[src/lnb_host_pkg.sv]
package lnb_host_pkg;

	// Register map of the controller on the APB side.
	localparam logic [7:0] CTRL_OFFSET = 8'h00;
	localparam logic [7:0] WDATA_OFFSET = 8'h04;
	localparam logic [7:0] STATUS_OFFSET = 8'h08;
	localparam logic [7:0] RDATA_OFFSET = 8'h0C;

	// Control word fields.
	localparam int CTRL_GO_BIT = 0;
	localparam int CTRL_READ_BIT = 1;
	localparam int CTRL_SKIP_ACK_BIT = 2;
	localparam int CTRL_COUNT_LSB = 4;
	localparam int CTRL_CHIP_LSB = 8;
	localparam int CTRL_REG_LSB = 16;
	localparam logic [2:0] COUNT_MAX = 3'h4;

	// Status word fields.
	localparam int STATUS_BUSY_BIT = 0;
	localparam int STATUS_DONE_BIT = 1;
	localparam int STATUS_NACK_BIT = 2;

	// Device registers reached over the two-wire link.
	localparam logic [7:0] OUTPUT_LEVEL_SELECT_ADDR = 8'h02;
	localparam logic [7:0] TONE_AND_POWER_CONTROL_ADDR = 8'h03;
	localparam logic [7:0] OUTPUT_LEVEL_MASK = 8'h0F;
	localparam logic [7:0] TONE_CONTROL_MASK = 8'h07;
	localparam int TONE_ENABLE_BIT = 0;
	localparam int LOW_POWER_MODE_BIT = 1;
	localparam int EXTERNAL_TONE_SELECT_BIT = 2;
	localparam logic [7:0] DEVICE_REG_RESET = 8'h00;

	// Reset values of the controller's own registers.
	localparam logic [31:0] WDATA_RESET = 32'h0000_0000;
	localparam logic [31:0] RDATA_RESET = 32'h0000_0000;

	// Serial clock timing: one bit is four quarters.
	localparam int CLK_PERIOD_NS = 5;
	localparam int SCL_QUARTER_NS = 250;
	localparam int QUARTER_CYCLES = (SCL_QUARTER_NS + CLK_PERIOD_NS - 1) / CLK_PERIOD_NS;
	localparam int DIV_WIDTH = 9;
	localparam logic [DIV_WIDTH-1:0] QUARTER_LAST = DIV_WIDTH'(QUARTER_CYCLES - 1);

	typedef struct packed {
		logic [7:0] reg_addr;
		logic [6:0] chip_addr;
		logic [2:0] count;
		logic skip_ack;
		logic read_op;
	} cmd_type;

	localparam cmd_type CMD_RESET = '0;

	typedef enum {st_idle, st_start, st_tx_bit, st_tx_ack, st_rx_bit, st_rx_ack, st_stop} state_type;

	typedef enum {k_addr_w, k_reg, k_data, k_addr_r, k_read} kind_type;

endpackage : lnb_host_pkg

[src/lnb_host_ctrl.sv]
// Decided for this implementation: the APB slave port.
`timescale 1ns/1ps

module lnb_host_ctrl
	import lnb_host_pkg::*;
(
	input wire logic pclk,
	input wire logic presetn,
	input wire logic psel,
	input wire logic penable,
	input wire logic pwrite,
	input wire logic [7:0] paddr,
	input wire logic [31:0] pwdata,
	output logic [31:0] prdata,
	output logic pready,
	output logic pslverr,
	input wire logic scl_in,
	output logic scl_out,
	output logic scl_oe,
	input wire logic sda_in,
	output logic sda_out,
	output logic sda_oe
);
	import lnb_host_pkg::*;

	logic [31:0] prdata_q;
	logic pready_q;
	logic pslverr_q;
	logic go_q;
	cmd_type cmd_q;
	logic [31:0] wdata_q;
	logic [31:0] rdata_q;
	logic busy_q;
	logic done_q;
	logic nack_q;
	state_type state_q;
	kind_type kind_q;
	logic [1:0] phase_q;
	logic [2:0] bit_q;
	logic [7:0] shift_q;
	logic [2:0] rem_q;
	logic [1:0] bidx_q;
	logic [1:0] bidx_n;
	logic scl_oe_q;
	logic sda_oe_q;
	logic scl_out_q;
	logic sda_out_q;
	logic scl_s1_q;
	logic scl_s2_q;
	logic sda_s1_q;
	logic sda_s2_q;
	logic [DIV_WIDTH-1:0] div_q;
	logic tick_q;
	logic hold_stretch;
	logic apb_access;
	logic apb_answer;
	logic addr_hit;
	logic [2:0] go_count;
	logic bus_free_q;
	logic sda_oe_d1_q;

	// Reserved bits are forced to zero, and low power is dropped whenever
	// the same byte also enables the tone, so software slips cannot reach the link.
	function automatic logic [7:0] guard_byte(input logic [7:0] addr, input logic [7:0] data);
		logic [7:0] d;
		d = data;
		if (addr == OUTPUT_LEVEL_SELECT_ADDR) begin
			d = data & OUTPUT_LEVEL_MASK;
		end else if (addr == TONE_AND_POWER_CONTROL_ADDR) begin
			d = data & TONE_CONTROL_MASK;
			if (d[TONE_ENABLE_BIT]) begin
				d[LOW_POWER_MODE_BIT] = 1'b0;
			end
		end
		return d;
	endfunction : guard_byte

	assign prdata = prdata_q;
	assign pready = pready_q;
	assign pslverr = pslverr_q;
	assign scl_oe = scl_oe_q;
	assign sda_oe = sda_oe_q;
	assign scl_out = scl_out_q;
	assign sda_out = sda_out_q;

	assign apb_answer = psel && penable && !pready_q;
	assign apb_access = psel && penable && pready_q;
	assign addr_hit = (paddr == CTRL_OFFSET) || (paddr == WDATA_OFFSET) ||
		(paddr == STATUS_OFFSET) || (paddr == RDATA_OFFSET);
	assign bidx_n = bidx_q + 2'd1;
	assign go_count = (pwdata[CTRL_COUNT_LSB +: 3] > COUNT_MAX) ? COUNT_MAX :
		pwdata[CTRL_COUNT_LSB +: 3];
	assign hold_stretch = (phase_q[1] == 1'b1) && !scl_oe_q && !scl_s2_q;

	// Open-drain pins only ever pull low; the level flops stay at zero.
	always_ff @(posedge pclk or negedge presetn) begin
		if (!presetn) begin
			scl_out_q <= 1'b0;
			sda_out_q <= 1'b0;
		end else begin
			scl_out_q <= 1'b0;
			sda_out_q <= 1'b0;
		end
	end

	always_ff @(posedge pclk or negedge presetn) begin
		if (!presetn) begin
			scl_s1_q <= 1'b1;
			scl_s2_q <= 1'b1;
			sda_s1_q <= 1'b1;
			sda_s2_q <= 1'b1;
		end else begin
			scl_s1_q <= scl_in;
			scl_s2_q <= scl_s1_q;
			sda_s1_q <= sda_in;
			sda_s2_q <= sda_s1_q;
		end
	end

	// One wait state: the answer is computed while pready is still low.
	always_ff @(posedge pclk or negedge presetn) begin
		if (!presetn) begin
			pready_q <= 1'b0;
			prdata_q <= 32'h0000_0000;
			pslverr_q <= 1'b0;
			go_q <= 1'b0;
			cmd_q <= CMD_RESET;
			wdata_q <= WDATA_RESET;
		end else begin
			pready_q <= apb_answer;
			go_q <= 1'b0;
			if (apb_answer) begin
				pslverr_q <= !addr_hit;
				prdata_q <= 32'h0000_0000;
				if (!pwrite) begin
					case (paddr)
						CTRL_OFFSET: prdata_q <= {8'h00, cmd_q.reg_addr, 1'b0, cmd_q.chip_addr,
							1'b0, cmd_q.count, 1'b0, cmd_q.skip_ack, cmd_q.read_op, 1'b0};
						WDATA_OFFSET: prdata_q <= wdata_q;
						STATUS_OFFSET: prdata_q <= {29'h0000_0000, nack_q, done_q, busy_q};
						RDATA_OFFSET: prdata_q <= rdata_q;
						default: prdata_q <= 32'h0000_0000;
					endcase
				end
			end
			if (apb_access && pwrite) begin
				if (paddr == WDATA_OFFSET) begin
					wdata_q <= pwdata;
				end
				// A go while busy is dropped so a frame is never disturbed.
				if (paddr == CTRL_OFFSET && !busy_q) begin
					cmd_q.reg_addr <= pwdata[CTRL_REG_LSB +: 8];
					cmd_q.chip_addr <= pwdata[CTRL_CHIP_LSB +: 7];
					cmd_q.count <= go_count;
					cmd_q.skip_ack <= pwdata[CTRL_SKIP_ACK_BIT];
					cmd_q.read_op <= pwdata[CTRL_READ_BIT];
					go_q <= pwdata[CTRL_GO_BIT];
				end
			end
		end
	end

	// Quarter-bit enable; a slave holding SCL low keeps the count cleared to zero.
	always_ff @(posedge pclk or negedge presetn) begin
		if (!presetn) begin
			div_q <= '0;
			tick_q <= 1'b0;
		end else begin
			tick_q <= 1'b0;
			if (!busy_q || hold_stretch) begin
				div_q <= '0;
			end else if (div_q == QUARTER_LAST) begin
				div_q <= '0;
				tick_q <= 1'b1;
			end else begin
				div_q <= div_q + 1'b1;
			end
		end
	end

	// Sequencer. Each tick ends the quarter named by phase_q: SCL falls when
	// quarter 3 ends, SDA moves when quarter 0 ends, SCL rises when quarter 1 ends.
	always_ff @(posedge pclk or negedge presetn) begin
		if (!presetn) begin
			state_q <= st_idle;
			kind_q <= k_addr_w;
			phase_q <= 2'd0;
			bit_q <= 3'd0;
			shift_q <= 8'h00;
			rem_q <= 3'd0;
			bidx_q <= 2'd0;
			busy_q <= 1'b0;
			done_q <= 1'b0;
			nack_q <= 1'b0;
			scl_oe_q <= 1'b0;
			sda_oe_q <= 1'b0;
			rdata_q <= RDATA_RESET;
		end else if (state_q == st_idle) begin
			if (go_q) begin
				busy_q <= 1'b1;
				done_q <= 1'b0;
				nack_q <= 1'b0;
				state_q <= st_start;
				kind_q <= k_addr_w;
				phase_q <= 2'd0;
				bidx_q <= 2'd0;
				rem_q <= (cmd_q.read_op && cmd_q.count == 3'd0) ? 3'd1 : cmd_q.count;
			end
		end else if (tick_q) begin
			phase_q <= phase_q + 2'd1;
			case (state_q)
				st_start: begin
					if (phase_q == 2'd1) begin
						sda_oe_q <= 1'b1;
					end else if (phase_q == 2'd3) begin
						scl_oe_q <= 1'b1;
						shift_q <= {cmd_q.chip_addr, kind_q == k_addr_r};
						bit_q <= 3'd0;
						state_q <= st_tx_bit;
					end
				end
				st_tx_bit: begin
					if (phase_q == 2'd0) begin
						sda_oe_q <= !shift_q[7];
					end else if (phase_q == 2'd1) begin
						scl_oe_q <= 1'b0;
					end else if (phase_q == 2'd3) begin
						scl_oe_q <= 1'b1;
						shift_q <= {shift_q[6:0], 1'b0};
						bit_q <= bit_q + 3'd1;
						if (bit_q == 3'd7) begin
							state_q <= st_tx_ack;
						end
					end
				end
				st_tx_ack: begin
					if (phase_q == 2'd0) begin
						sda_oe_q <= 1'b0;
					end else if (phase_q == 2'd1) begin
						scl_oe_q <= 1'b0;
					end else if (phase_q == 2'd3) begin
						scl_oe_q <= 1'b1;
						bit_q <= 3'd0;
						if (sda_s2_q && !cmd_q.skip_ack) begin
							nack_q <= 1'b1;
							state_q <= st_stop;
						end else begin
							case (kind_q)
								k_addr_w: begin
									shift_q <= cmd_q.reg_addr;
									kind_q <= k_reg;
									state_q <= st_tx_bit;
								end
								k_reg: begin
									if (cmd_q.read_op || rem_q == 3'd0) begin
										state_q <= st_stop;
									end else begin
										shift_q <= guard_byte(cmd_q.reg_addr, wdata_q[7:0]);
										kind_q <= k_data;
										state_q <= st_tx_bit;
									end
								end
								k_data: begin
									bidx_q <= bidx_n;
									rem_q <= rem_q - 3'd1;
									if (rem_q == 3'd1) begin
										state_q <= st_stop;
									end else begin
										// The device advances its pointer, so byte n lands at base plus n.
										shift_q <= guard_byte(cmd_q.reg_addr + {6'h00, bidx_n},
											wdata_q[{bidx_n, 3'b000} +: 8]);
										state_q <= st_tx_bit;
									end
								end
								k_addr_r: begin
									kind_q <= k_read;
									state_q <= st_rx_bit;
								end
								default: state_q <= st_stop;
							endcase
						end
					end
				end
				st_rx_bit: begin
					if (phase_q == 2'd0) begin
						sda_oe_q <= 1'b0;
					end else if (phase_q == 2'd1) begin
						scl_oe_q <= 1'b0;
					end else if (phase_q == 2'd3) begin
						scl_oe_q <= 1'b1;
						shift_q <= {shift_q[6:0], sda_s2_q};
						bit_q <= bit_q + 3'd1;
						if (bit_q == 3'd7) begin
							state_q <= st_rx_ack;
						end
					end
				end
				st_rx_ack: begin
					if (phase_q == 2'd0) begin
						rdata_q[{bidx_q, 3'b000} +: 8] <= shift_q;
						sda_oe_q <= (rem_q > 3'd1);
					end else if (phase_q == 2'd1) begin
						scl_oe_q <= 1'b0;
					end else if (phase_q == 2'd3) begin
						scl_oe_q <= 1'b1;
						bit_q <= 3'd0;
						bidx_q <= bidx_n;
						rem_q <= rem_q - 3'd1;
						state_q <= (rem_q > 3'd1) ? st_rx_bit : st_stop;
					end
				end
				st_stop: begin
					if (phase_q == 2'd0) begin
						sda_oe_q <= 1'b1;
					end else if (phase_q == 2'd1) begin
						scl_oe_q <= 1'b0;
					end else if (phase_q == 2'd2) begin
						sda_oe_q <= 1'b0;
					end else begin
						// A read goes through a stop, never a repeated start.
						if (kind_q == k_reg && cmd_q.read_op && !nack_q) begin
							kind_q <= k_addr_r;
							state_q <= st_start;
						end else begin
							state_q <= st_idle;
							busy_q <= 1'b0;
							done_q <= 1'b1;
						end
					end
				end
				default: state_q <= st_idle;
			endcase
		end
	end

	// Tracks whether the last SDA edge under a high SCL was a stop.
	always_ff @(posedge pclk or negedge presetn) begin
		if (!presetn) begin
			bus_free_q <= 1'b1;
			sda_oe_d1_q <= 1'b0;
		end else begin
			sda_oe_d1_q <= sda_oe_q;
			if (!scl_oe_q && sda_oe_q && !sda_oe_d1_q) begin
				bus_free_q <= 1'b0;
			end else if (!scl_oe_q && !sda_oe_q && sda_oe_d1_q) begin
				bus_free_q <= 1'b1;
			end
		end
	end
endmodule : lnb_host_ctrl

[config.mk]
export PLATFORM = sky130hd
export DESIGN_NAME = lnb_host_ctrl
export DESIGN_NICKNAME = d
export VERILOG_FILES = /design/src/lnb_host_pkg.sv /design/src/lnb_host_ctrl.sv
export SDC_FILE = /design/constraint.sdc
export NUM_CORES = 1
export LEC_CHECK = 0
export ABC_AREA = 1
export BUFFER_PORTS_ARGS = -buffer_cell sky130_fd_sc_hd__buf_2
export CORE_MARGIN = 4
export CORE_UTILIZATION = 60
export CTS_CLUSTER_SIZE = 10
export DETAILED_ROUTE_END_ITERATION = 10
export PLACE_DENSITY = 0.85
export SLEW_MARGIN = 20
export SYNTH_ARGS = -nofsm -noshare
export SYNTH_HDL_FRONTEND = slang
export SYNTH_SLANG_ARGS = --single-unit
[constraint.sdc]
create_clock -name pclk -period 3.2 [get_ports pclk]
set_clock_uncertainty 0.1 [all_clocks]
set_input_delay 0.64 -clock pclk [delete_from_list [all_inputs] [get_ports pclk]]
set_output_delay 0.64 -clock pclk [all_outputs]
set_load 0.005 [all_outputs]
### Yosys cells after proc, flatten, opt, wreduce, memory -nomap -nowiden

Cells that the tools add are included.

| storage, ports and cells | value |
|---|---|
| register bits after elaboration | 220 |
| input port bits | 47 |
| output and inout bits | 38 |
| word-level logic and storage cells | 328 |

| operators by class | value |
|---|---|
| add/sub/neg operators | 7 |
| $lt $le $gt $ge | 2 |
| eq/ne operators | 81 |
| shifts and indexed selects | 3 |
| mux-type cells | 147 |
| bitwise logic cells | 1 |
| reductions and logical operators | 58 |

Operators with widths:

| operator | count |
|---|---|
| $mux 32 | 35 |
| $pmux 32 s6 | 1 |
| $eq 32x2->1 const B | 5 |
| $mux 8 | 18 |
| $eq 32x3->1 const B | 4 |
| $pmux 32 s4 | 1 |
| $pmux 32 s3 | 1 |
| $ne 3x3->1 const B | 26 |
| $mux 3 | 22 |
| $eq 32x1->1 const B | 2 |
| $logic_not 32->1 | 2 |
| $pmux 32 s2 | 1 |
| $ne 2x2->1 const B | 26 |
| $mux 1 | 43 |
| $bwmux 32 | 1 |
| $eq 8x2->1 const B | 4 |
| $pmux 8 s4 | 1 |
| $shift 8x7->32 const A | 1 |
| $shiftx 32x6->8 | 1 |
| $shiftx 8x7->32 | 1 |
| $mux 2 | 14 |
| $reduce_and 7->1 | 4 |
| $pmux 8 s3 | 1 |
| $reduce_and 21->1 | 1 |
| other kinds (45) | 83 |

### Longest topological paths before layout

Gate-level depths: netlist of run 1.

| logic depth | value |
|---|---|
| depth in word-level cells | 12 |
| depth in mapped cells | 16 |
| gate-level depth less buffers | 14 |

### Least setup slack after synthesis of run 1

Ideal clock, no wire load.

| timing | value |
|---|---|
| kind | reg-to-reg |
| start point | register bidx_q[0] |
| end point | register shift_q[1] |
| setup time | 0.122 ns |
| arrival time | 2.610 ns |
| required time | 2.978 ns |
| slack | 0.368 ns |
| cell stages (with the launch flop) | 16 |
| path buffers | 2 |
| period minus slack after synthesis | 2.832 ns |
| cell sequence | dfrtp_1 > buf_2 > clkinv_1 > clkbuf_1 > ha_1 > fa_1 > nand3_1 > nor2_1 > nor2_1 > nand3_1 > nor2_1 > nand2_1 > nand2_1 > nand2_1 > nand2_1 > a21oi_1 |

| on the way | value |
|---|---|
| word-level cells in the longest chain between the ends | 12 |
| elaborated cells between the ends (all ways) | 15 |
| those cells by class | add/sub: 2; eq/ne: 2; shift: 1; mux: 10 |

RTL lines:

| what | RTL line | source |
|---|---|---|
| start, declared | lnb_host_ctrl.sv:42 | `logic [1:0] bidx_q;` |
| start signal, assigned | lnb_host_ctrl.sv:264 | `bidx_q <= bidx_n;` |
| start signal, assigned | lnb_host_ctrl.sv:307 | `bidx_q <= bidx_n;` |
| $add 2x1->2 * | lnb_host_ctrl.sv:90 | `assign bidx_n = bidx_q + 2'd1;` |
| $add 8x2->8 or $shiftx 32x6->8 (tied branches) | lnb_host_ctrl.sv:270, lnb_host_ctrl.sv:271 |  |
| $eq 8x2->1 or $mux 1 (tied branches) | lnb_host_ctrl.sv:69, lnb_host_ctrl.sv:71 |  |
| $mux 8 | lnb_host_ctrl.sv:69 | `end else if (addr == TONE_AND_POWER_CONTROL_ADDR) begin` |
| $mux 8 * | lnb_host_ctrl.sv:67 | `if (addr == OUTPUT_LEVEL_SELECT_ADDR) begin` |
| $mux 8 * | lnb_host_ctrl.sv:266 | `if (rem_q == 3'd1) begin` |
| $pmux 8 s3 * | lnb_host_ctrl.sv:248 | `case (kind_q)` |
| $mux 8 * | lnb_host_ctrl.sv:244 | `if (sda_s2_q && !cmd_q.skip_ack) begin` |
| $mux 8 * | lnb_host_ctrl.sv:241 | `end else if (phase_q == 2'd3) begin` |
| $mux 8 * | lnb_host_ctrl.sv:239 | `end else if (phase_q == 2'd1) begin` |
| $mux 8 * | lnb_host_ctrl.sv:237 | `if (phase_q == 2'd0) begin` |
| $pmux 8 s4 * | lnb_host_ctrl.sv:211 | `case (state_q)` |
| end signal, assigned | lnb_host_ctrl.sv:217 | `shift_q <= {cmd_q.chip_addr, kind_q == k_addr_r};` |
| end signal, assigned | lnb_host_ctrl.sv:250 | `shift_q <= cmd_q.reg_addr;` |
| end signal, assigned | lnb_host_ctrl.sv:258 | `shift_q <= guard_byte(cmd_q.reg_addr, wdata_q[7:0]);` |
| end, declared | lnb_host_ctrl.sv:40 | `logic [7:0] shift_q;` |

Every way passes the cells marked *; elsewhere a longest branch is shown, timed or not. The select of a mux whose other input is x is not followed.
A chain may end at the register's enable or synchronous reset.

### Worst setup path after layout of run 1

| timing | value |
|---|---|
| start point | register bidx_q[1] |
| end point | register shift_q[1] |

The elaborated chain is that of the path after synthesis.

==> metrics.txt, run 1 <==
# TYPE chip_impl_metric gauge
chip_impl_metric{name="yosysWarningCount",unit=""} 0
chip_impl_metric{name="period_minus_slack",unit="ps"} 2590
chip_impl_metric{name="clk_pin_slew_worst_paths",unit="ps"} 70
chip_impl_metric{name="overflow",unit=""} 0
chip_impl_metric{name="pwr-share-comb",unit="%"} 31.3
chip_impl_metric{name="syn_avg_cell_area",unit="um^2"} 8.23
chip_impl_metric{name="initial_core_utilization",unit="%"} 61.4
chip_impl_info{name="slowest_stage",value="sky130_fd_sc_hd__fa_1"} 1
chip_impl_metric{name="ys_ff_latch",unit=""} 162
chip_impl_info{name="critPathLaunchType",value="flip-flop"} 1
chip_impl_metric{name="io_pins",unit=""} 85
chip_impl_metric{name="drtIter0Drc",unit=""} 866
chip_impl_metric{name="cell_internal_pwr",unit="mW"} 3.77
chip_impl_metric{name="drc_errors",unit=""} 0
chip_impl_metric{name="power.switching",unit="mW"} 2.39
chip_impl_metric{name="cts_resized",unit=""} 0
chip_impl_metric{name="cts-hold-fix-buffers",unit=""} 0
chip_impl_metric{name="filler_cell_count",unit=""} 1098
chip_impl_info{name="timing.setup.critical_path_class",value="reg -> reg"} 1
chip_impl_metric{name="fp.dieH",unit="um"} 127
chip_impl_metric{name="synth_async_sr_flop_share",unit="%"} 100
chip_impl_metric{name="post-place-cells",unit=""} 1278
chip_impl_metric{name="final-max-slew-violation-count",unit=""} 0
chip_impl_metric{name="route.antenna.remaining_nets",unit=""} 0
chip_impl_metric{name="die-width",unit="um"} 127
chip_impl_metric{name="timing_hold_violations_final",unit=""} 0
chip_impl_metric{name="finalCritPeriodShare",unit="%"} 80.9
chip_impl_metric{name="area_growth_from_synthesis_to_final_layout",unit="%"} 13.4
chip_impl_metric{name="yosysUniqueCellTypes",unit=""} 59
chip_impl_metric{name="power_frac_clock",unit="%"} 31.8
chip_impl_metric{name="cts-buffers-inserted",unit=""} 17
chip_impl_info{name="critPathMostFrequentCell",value="sky130_fd_sc_hd__nand2_1"} 1
chip_impl_info{name="path_cells",value="inv_1 > ha_1 > fa_1 > nand3_1 > nor2_1 > nor2_1 > nand3_1 > nor2_1 > nand2_1 > nand2_1 > nand2_1 > nand2_1 > a21oi_1"} 1
chip_impl_info{name="synth.largest_area_cell",value="sky130_fd_sc_hd__dfrtp_1"} 1
chip_impl_info{name="cp_capture_type",value="flip-flop"} 1
chip_impl_metric{name="p_sw_share",unit="%"} 38.8
chip_impl_info{name="root_buffer",value="sky130_fd_sc_hd__clkbuf_16"} 1
chip_impl_metric{name="post_route_cells_drive_above_1_share",unit="%"} 17.1
chip_impl_metric{name="antenna-diode-count",unit=""} 0
chip_impl_metric{name="first_pass_grt_wire_length",unit="mm"} 37.9
chip_impl_metric{name="slew-limit-headroom",unit="%"} 48.0
chip_impl_metric{name="core",unit="um^2"} 13900
chip_impl_metric{name="post_drt_via_cell_ratio",unit=""} 5.83
chip_impl_metric{name="post-cts-setup-buffer-count",unit=""} 0
chip_impl_metric{name="synthCells",unit=""} 1039
chip_impl_info{name="synth.top_cells.by_count",value="199 x sky130_fd_sc_hd__nand2_1, 158 x sky130_fd_sc_hd__dfrtp_1, 133 x sky130_fd_sc_hd__o21ai_0"} 1
chip_impl_metric{name="clock_latency",unit="ps"} 430
chip_impl_metric{name="drv.max_cap_violation_count",unit=""} 0
chip_impl_metric{name="cp.arrival",unit="ps"} 2810
chip_impl_info{name="cp_top_family",value="simple AND/OR/NAND/NOR gates"} 1
chip_impl_metric{name="finalSetupTns",unit="ps"} 0
chip_impl_metric{name="place.port_buffers",unit=""} 82
chip_impl_metric{name="p_total",unit="mW"} 6.16
chip_impl_metric{name="max_stage_delay",unit="ps"} 480
chip_impl_metric{name="synth.top_cell.area_share",unit="%"} 46.2
chip_impl_metric{name="wire_per_inst",unit="um"} 17.9
chip_impl_info{name="hp-class",value="in -> async"} 1
chip_impl_metric{name="synth_edf_count",unit=""} 0
chip_impl_info{name="run_status",value="complete, no violations"} 1
chip_impl_metric{name="gpl.final_weighted_congestion",unit=""} 0.982
chip_impl_metric{name="cellPowerDensity",unit="nW/um^2"} 636
chip_impl_metric{name="placement_rows",unit=""} 43
chip_impl_metric{name="critical_path_rt",unit="ps"} 3420
chip_impl_metric{name="totalWireLength",unit="mm"} 23.4
chip_impl_metric{name="fin_nets",unit=""} 1185
chip_impl_info{name="grt_setup_unrepaired",value="false"} 1
chip_impl_metric{name="irDropWorstVdd",unit="mV"} 0.388
chip_impl_metric{name="routed-via-count",unit=""} 7631
chip_impl_metric{name="final-instance-count-excl-fill",unit=""} 1310
chip_impl_info{name="synth-main-ff-cell",value="sky130_fd_sc_hd__dfrtp_1"} 1
chip_impl_metric{name="timing.critical_path.buf_inv",unit=""} 1
chip_impl_metric{name="cts_max_level",unit=""} 4
chip_impl_metric{name="tightest_slew",unit="ps"} 777
chip_impl_metric{name="maximum_buffer_depth_of_the_clock_tree",unit=""} 2
chip_impl_metric{name="hpwlAfterDp",unit="mm"} 16.9
chip_impl_metric{name="drt-pass1-iter-count",unit=""} 6
chip_impl_metric{name="grt_antenna_before_repair",unit=""} 0
chip_impl_metric{name="full_die_area",unit="um^2"} 16200
chip_impl_metric{name="largest_net_degree_at_the_start_of_global_routing",unit=""} 78
chip_impl_metric{name="cts_sink_cnt",unit=""} 162
chip_impl_metric{name="leakagePower",unit="nW"} 4.77
chip_impl_metric{name="via_count_of_the_first_global_routing_pass",unit=""} 7280
chip_impl_metric{name="grt_usage",unit="%"} 29.5
chip_impl_metric{name="fmax",unit="GHz"} 0.386
chip_impl_metric{name="critical_path_fanout_max",unit=""} 7
chip_impl_metric{name="synth_area",unit="um^2"} 8550
chip_impl_info{name="yosys.cell_count.top_type",value="sky130_fd_sc_hd__nand2_1"} 1
chip_impl_info{name="cts_tree",value="built"} 1
chip_impl_metric{name="layout.core_utilization",unit="%"} 69.6
chip_impl_metric{name="share_seq_of_total_power",unit="%"} 36.9
chip_impl_metric{name="synth.yosys.seq_area_share",unit="%"} 47.4
chip_impl_metric{name="timing.final.setup_violations",unit=""} 0
chip_impl_info{name="synth_top_cells_by_area",value="sky130_fd_sc_hd__dfrtp_1 46%, sky130_fd_sc_hd__nand2_1 8.7%, sky130_fd_sc_hd__o21ai_0 7.8%, sky130_fd_sc_hd__inv_1 5.6%, sky130_fd_sc_hd__nor2_1 4.3%"} 1
## metrics by stage
| step | cell area [um^2] | hold WS, ps | worst slack (ps) |
|---|---|---|---|
| after floorplan | 8560 | 244 | 368 |
| after global placement | 9130 | 247 | 688 |
| after detailed placement | 9130 | 251 | 642 |
| after CTS | 9700 | 177 | 630 |
| after global routing | 9700 | 187 | 342 |
| final | 9700 | 144 | 610 |
## cells in the final DEF (no fill, tap or decap), types with 5 or more instances in the layout
cell                        netlist  routed
sky130_fd_sc_hd__inv_1          127     127
sky130_fd_sc_hd__o211ai_1         6       6
sky130_fd_sc_hd__nand2_1        199     199
sky130_fd_sc_hd__nor3_1          12      12
sky130_fd_sc_hd__inv_2            7       7
sky130_fd_sc_hd__buf_2            8      81
sky130_fd_sc_hd__nand2_2          5       5
sky130_fd_sc_hd__o21ai_2         11      11
sky130_fd_sc_hd__o21ai_0        133     133
sky130_fd_sc_hd__mux2_2          10      10
sky130_fd_sc_hd__nand3_1         48      48
sky130_fd_sc_hd__buf_4            9      14
sky130_fd_sc_hd__nor2_4           5       5
sky130_fd_sc_hd__o22ai_1         20      20
sky130_fd_sc_hd__inv_6            0       6
sky130_fd_sc_hd__a22o_1          16      16
sky130_fd_sc_hd__a21oi_1         49      49
sky130_fd_sc_hd__ha_1            20      20
sky130_fd_sc_hd__clkbuf_16        0      17
sky130_fd_sc_hd__nand4_1         15      15
sky130_fd_sc_hd__dfrtp_1        158     158
sky130_fd_sc_hd__nor2_1          97      97
## cells by family after synthesis
group | share of synthesized area [%]
compound gates | 17.2
xor+xnor | 0.614
fa+ha+maj | 3.16
buf+inv | 8.59
flops | 47.4
mux | 1.43
other cells | 0.0438
simple gates | 21.5
## state kept, by name, summed over array words and instances, names as in the netlist, 2 cells and up
| signal | cells |
|---|---|
| bidx_q | 2 |
| prdata | 32 |
| bit_q | 3 |
| cmd_q | 20 |
| kind_q | 3 |
| div_q | 9 |
| shift_q | 8 |
| wdata_q | 32 |
| rdata_q | 32 |
| phase_q | 2 |
| rem_q | 3 |
| state_q | 3 |
## per-layer routing
metal	part of all wire (%)	up-vias	routed length (um)	global-route usage, %
li1	-	3597	-	-
met1	43	3600	9960	42.1
met2	45	380	10500	44.2
met3	9.7	54	2270	7.23
met4	2.7	0	633	10.7
met5	0	-	0	0
## worst paths after layout
kind	start	to	slack [ps]	cells after the start
worst max-delay path	bidx_q[1]$_DFFE_PN0P_	shift_q[1]$_DFFE_PN0P_	610	13
worst min-delay path	presetn	wdata_q[22]$_DFFE_PN0P_	140	1
worst max register to register	bidx_q[1]$_DFFE_PN0P_	shift_q[1]$_DFFE_PN0P_	610	13
worst min register to register	scl_s1_q$_DFF_PN1_	scl_s2_q$_DFF_PN1_	260	0
max in group asynchronous	presetn	rdata_q[25]$_DFFE_PN0P_	2150	2
min in group pclk	sda_in	sda_s1_q$_DFF_PN1_	200	1
## power groups by stage
stage / logic (mW) / registers (mW) / clock network [mW]
after floorplan: 1.44 / 2.25 / 0
after global placement: 1.85 / 2.30 / 0
after detailed placement: 1.87 / 2.30 / 0
after CTS: 1.89 / 2.27 / 1.97
after global routing: 2.15 / 2.29 / 2.07
final: 1.93 / 2.27 / 1.96
## final cells by class
class / instances / area (um^2) / share of cell area (%)
tap: 180 / 225 / 2.32
sequential: 162 / 4060 / 41.9
multi-input combinational: 701 / 3760 / 38.8
clock inverter: 15 / 144 / 1.48
clock buffer: 17 / 425 / 4.39
inverter: 137 / 518 / 5.34
timing repair buffer: 98 / 562 / 5.79
(Power assumes the default switching activity.)
==> run 2, diff against run 1 <==
==> constraint.sdc (replaced) <==
create_clock -name pclk -period 2.6 [get_ports pclk]
set_clock_uncertainty 0.1 [all_clocks]
set_input_delay 0.52 -clock pclk [delete_from_list [all_inputs] [get_ports pclk]]
set_output_delay 0.52 -clock pclk [all_outputs]
set_load 0.005 [all_outputs]
==> metrics.txt, run 2 (synthesis gave the netlist of run 1 again) <==
# TYPE chip_impl_metric gauge
chip_impl_metric{name="p_sw_share",unit="%"} 37.7
chip_impl_metric{name="totalWireLength",unit="mm"} 24.1
chip_impl_metric{name="post-cts-setup-buffer-count",unit=""} 0
chip_impl_metric{name="final-max-slew-violation-count",unit=""} 0
chip_impl_metric{name="fp.dieH",unit="um"} 127
chip_impl_metric{name="finalCritPeriodShare",unit="%"} 92.3
chip_impl_metric{name="grt_antenna_before_repair",unit=""} 0
chip_impl_info{name="layout.cells.most_common_list",value="199 x sky130_fd_sc_hd__nand2_1, 158 x sky130_fd_sc_hd__dfrtp_1, 133 x sky130_fd_sc_hd__o21ai_0, 127 x sky130_fd_sc_hd__inv_1, 95 x sky130_fd_sc_hd__nor2_1"} 1
chip_impl_metric{name="first_pass_grt_wire_length",unit="mm"} 39.0
chip_impl_metric{name="critical_path_fanout_max",unit=""} 14
chip_impl_metric{name="drv.max_cap_violation_count",unit=""} 0
chip_impl_info{name="cts_tree",value="built"} 1
chip_impl_metric{name="drc_errors",unit=""} 0
chip_impl_metric{name="irDropWorstVdd",unit="mV"} 0.447
chip_impl_metric{name="slew-limit-headroom",unit="%"} 62.0
chip_impl_info{name="timing.setup.critical_path_class",value="reg -> reg"} 1
chip_impl_metric{name="maximum_buffer_depth_of_the_clock_tree",unit=""} 2
chip_impl_metric{name="clk_pin_slew_worst_paths",unit="ps"} 70
chip_impl_metric{name="hpwlAfterDp",unit="mm"} 17.5
chip_impl_metric{name="cts-buffers-inserted",unit=""} 17
chip_impl_metric{name="share_seq_of_total_power",unit="%"} 36.1
chip_impl_metric{name="die-width",unit="um"} 127
chip_impl_info{name="root_buffer",value="sky130_fd_sc_hd__clkbuf_16"} 1
chip_impl_metric{name="leakagePower",unit="nW"} 4.81
chip_impl_metric{name="period_minus_slack",unit="ps"} 2400
chip_impl_metric{name="largest_net_degree_at_the_start_of_global_routing",unit=""} 61
chip_impl_metric{name="timing.hold.ws",unit="ps"} 85.6
chip_impl_metric{name="finalSetupTns",unit="ps"} 0
chip_impl_metric{name="power_frac_clock",unit="%"} 31.7
chip_impl_metric{name="overflow",unit=""} 0
chip_impl_metric{name="cellPowerDensity",unit="nW/um^2"} 791
chip_impl_info{name="grt_setup_unrepaired",value="false"} 1
chip_impl_metric{name="antenna-diode-count",unit=""} 0
chip_impl_info{name="layout.cells.most_common",value="sky130_fd_sc_hd__nand2_1"} 1
chip_impl_metric{name="route.antenna.remaining_nets",unit=""} 0
chip_impl_metric{name="routed-via-count",unit=""} 7761
chip_impl_metric{name="placement_rows",unit=""} 43
chip_impl_info{name="cp_capture_type",value="flip-flop"} 1
chip_impl_metric{name="clock_latency",unit="ps"} 430
chip_impl_metric{name="timing_hold_violations_final",unit=""} 0
chip_impl_metric{name="cts_max_level",unit=""} 4
chip_impl_info{name="run_status",value="complete, no violations"} 1
chip_impl_metric{name="cell_internal_pwr",unit="mW"} 4.83
chip_impl_metric{name="power.switching",unit="mW"} 2.92
chip_impl_metric{name="gpl.final_weighted_congestion",unit=""} 0.984
chip_impl_metric{name="drtIter0Drc",unit=""} 1012
chip_impl_metric{name="post_route_cells_drive_above_1_share",unit="%"} 17.9
chip_impl_info{name="critPathLaunchType",value="flip-flop"} 1
chip_impl_metric{name="post_drt_via_cell_ratio",unit=""} 5.90
chip_impl_metric{name="fin_nets",unit=""} 1191
chip_impl_metric{name="full_die_area",unit="um^2"} 16200
chip_impl_metric{name="core",unit="um^2"} 13900
chip_impl_metric{name="initial_core_utilization",unit="%"} 61.4
chip_impl_info{name="hp-class",value="in -> reg"} 1
chip_impl_metric{name="critical_path_rt",unit="ps"} 2880
chip_impl_metric{name="cts_sink_cnt",unit=""} 162
chip_impl_metric{name="grt_usage",unit="%"} 30.6
chip_impl_metric{name="via_count_of_the_first_global_routing_pass",unit=""} 7510
chip_impl_metric{name="timing.final.setup_violations",unit=""} 0
chip_impl_metric{name="final-instance-count-excl-fill",unit=""} 1316
chip_impl_metric{name="cp.arrival",unit="ps"} 2670
chip_impl_metric{name="wire_per_inst",unit="um"} 18.3
chip_impl_metric{name="pwr-share-comb",unit="%"} 32.2
chip_impl_metric{name="io_pins",unit=""} 85
chip_impl_metric{name="post-place-cells",unit=""} 1283
chip_impl_metric{name="fmax",unit="GHz"} 0.417
chip_impl_metric{name="drt-pass1-iter-count",unit=""} 5
chip_impl_metric{name="tightest_slew",unit="ps"} 568
chip_impl_metric{name="place.port_buffers",unit=""} 82
chip_impl_metric{name="area_growth_from_synthesis_to_final_layout",unit="%"} 14.5
==> run 2: changes by cell type in the layout (fill, tap and decap cells not counted), moves of 2 or more <==
cell / delta
sky130_fd_sc_hd__buf_4: +4
sky130_fd_sc_hd__inv_6: -4
sky130_fd_sc_hd__nor2_1: -2
sky130_fd_sc_hd__clkinv_4: +4
sky130_fd_sc_hd__clkbuf_8: +2
sky130_fd_sc_hd__inv_8: -2
sky130_fd_sc_hd__clkinv_8: -2
==> run 2: critical path, stage by stage (launching register included) <==
cell	delay [ps]
sky130_fd_sc_hd__dfrtp_1	410
sky130_fd_sc_hd__inv_1	180
sky130_fd_sc_hd__ha_4	250
sky130_fd_sc_hd__buf_4	190
sky130_fd_sc_hd__inv_1	240
sky130_fd_sc_hd__o21ai_0	140
sky130_fd_sc_hd__o22ai_1	300
sky130_fd_sc_hd__nand2_1	90
sky130_fd_sc_hd__nand3_1	90
sky130_fd_sc_hd__nand2_1	60
sky130_fd_sc_hd__o211ai_1	130
sky130_fd_sc_hd__nand2_1	100
sky130_fd_sc_hd__nand2_1	70
==> run 2: power by group through the flow <==
stage	clock network, mW	logic (mW)	registers, mW
floorplan	0	1.79	2.78
global placement	0	2.35	2.83
detailed placement	0	2.39	2.83
CTS	2.47	2.42	2.79
global route	2.57	2.81	2.81
finish	2.46	2.50	2.80
==> run 2: repair_timing <==
| item | CTS | global route |
|---|---|---|
| hold buffers | 1 | 0 |
| endpoints found under the setup margin | 0 | 3 |
| gates resized for setup | 0 | 3 |
| endpoints found under the hold margin | 58 | 0 |
==> run 2: final timing paths <==
check,start,to,slack [ps],depth (start not counted)
min,scl_in,scl_s1_q$_DFF_PN1_,90,1
max reg2reg,bidx_q[1]$_DFFE_PN0P_,shift_q[0]$_DFFE_PN0P_,200,12
min reg2reg,scl_s1_q$_DFF_PN1_,scl_s2_q$_DFF_PN1_,260,0
min in group asynchronous,presetn,prdata[4]$_DFFE_PN0P_,540,2
max in group asynchronous,presetn,rdata_q[10]$_DFFE_PN0P_,1130,3
max,bidx_q[1]$_DFFE_PN0P_,shift_q[0]$_DFFE_PN0P_,200,12
==> run 2: layout make-up <==
class                           count  area, um^2
Fill cell                        1112        4140
Tap cell                          180         225
Inverter                          137         519
Multi-Input combinational cell    701        3790
Clock buffer                       19         453
Timing Repair Buffer              104         622
Sequential cell                   162        4060
Clock inverter                     13         126
==> run 2: per-layer routing <==
layer	share of wire (%)	GRT usage [%]
met1	43	44.5
met5	0	0
met2	45	45.3
met3	9.2	6.31
met4	3.2	11.9
==> run 2: stage by stage <==
step	util, %	setup WS [ps]	power (mW)	cell area (um^2)
global route	70.3	40.9	8.19	9790
CTS	70.1	174	7.68	9770
global placement	65.9	277	5.18	9190
finish	70.3	201	7.75	9790
detailed placement	65.9	173	5.23	9190
floorplan	-	45.2	4.56	8570
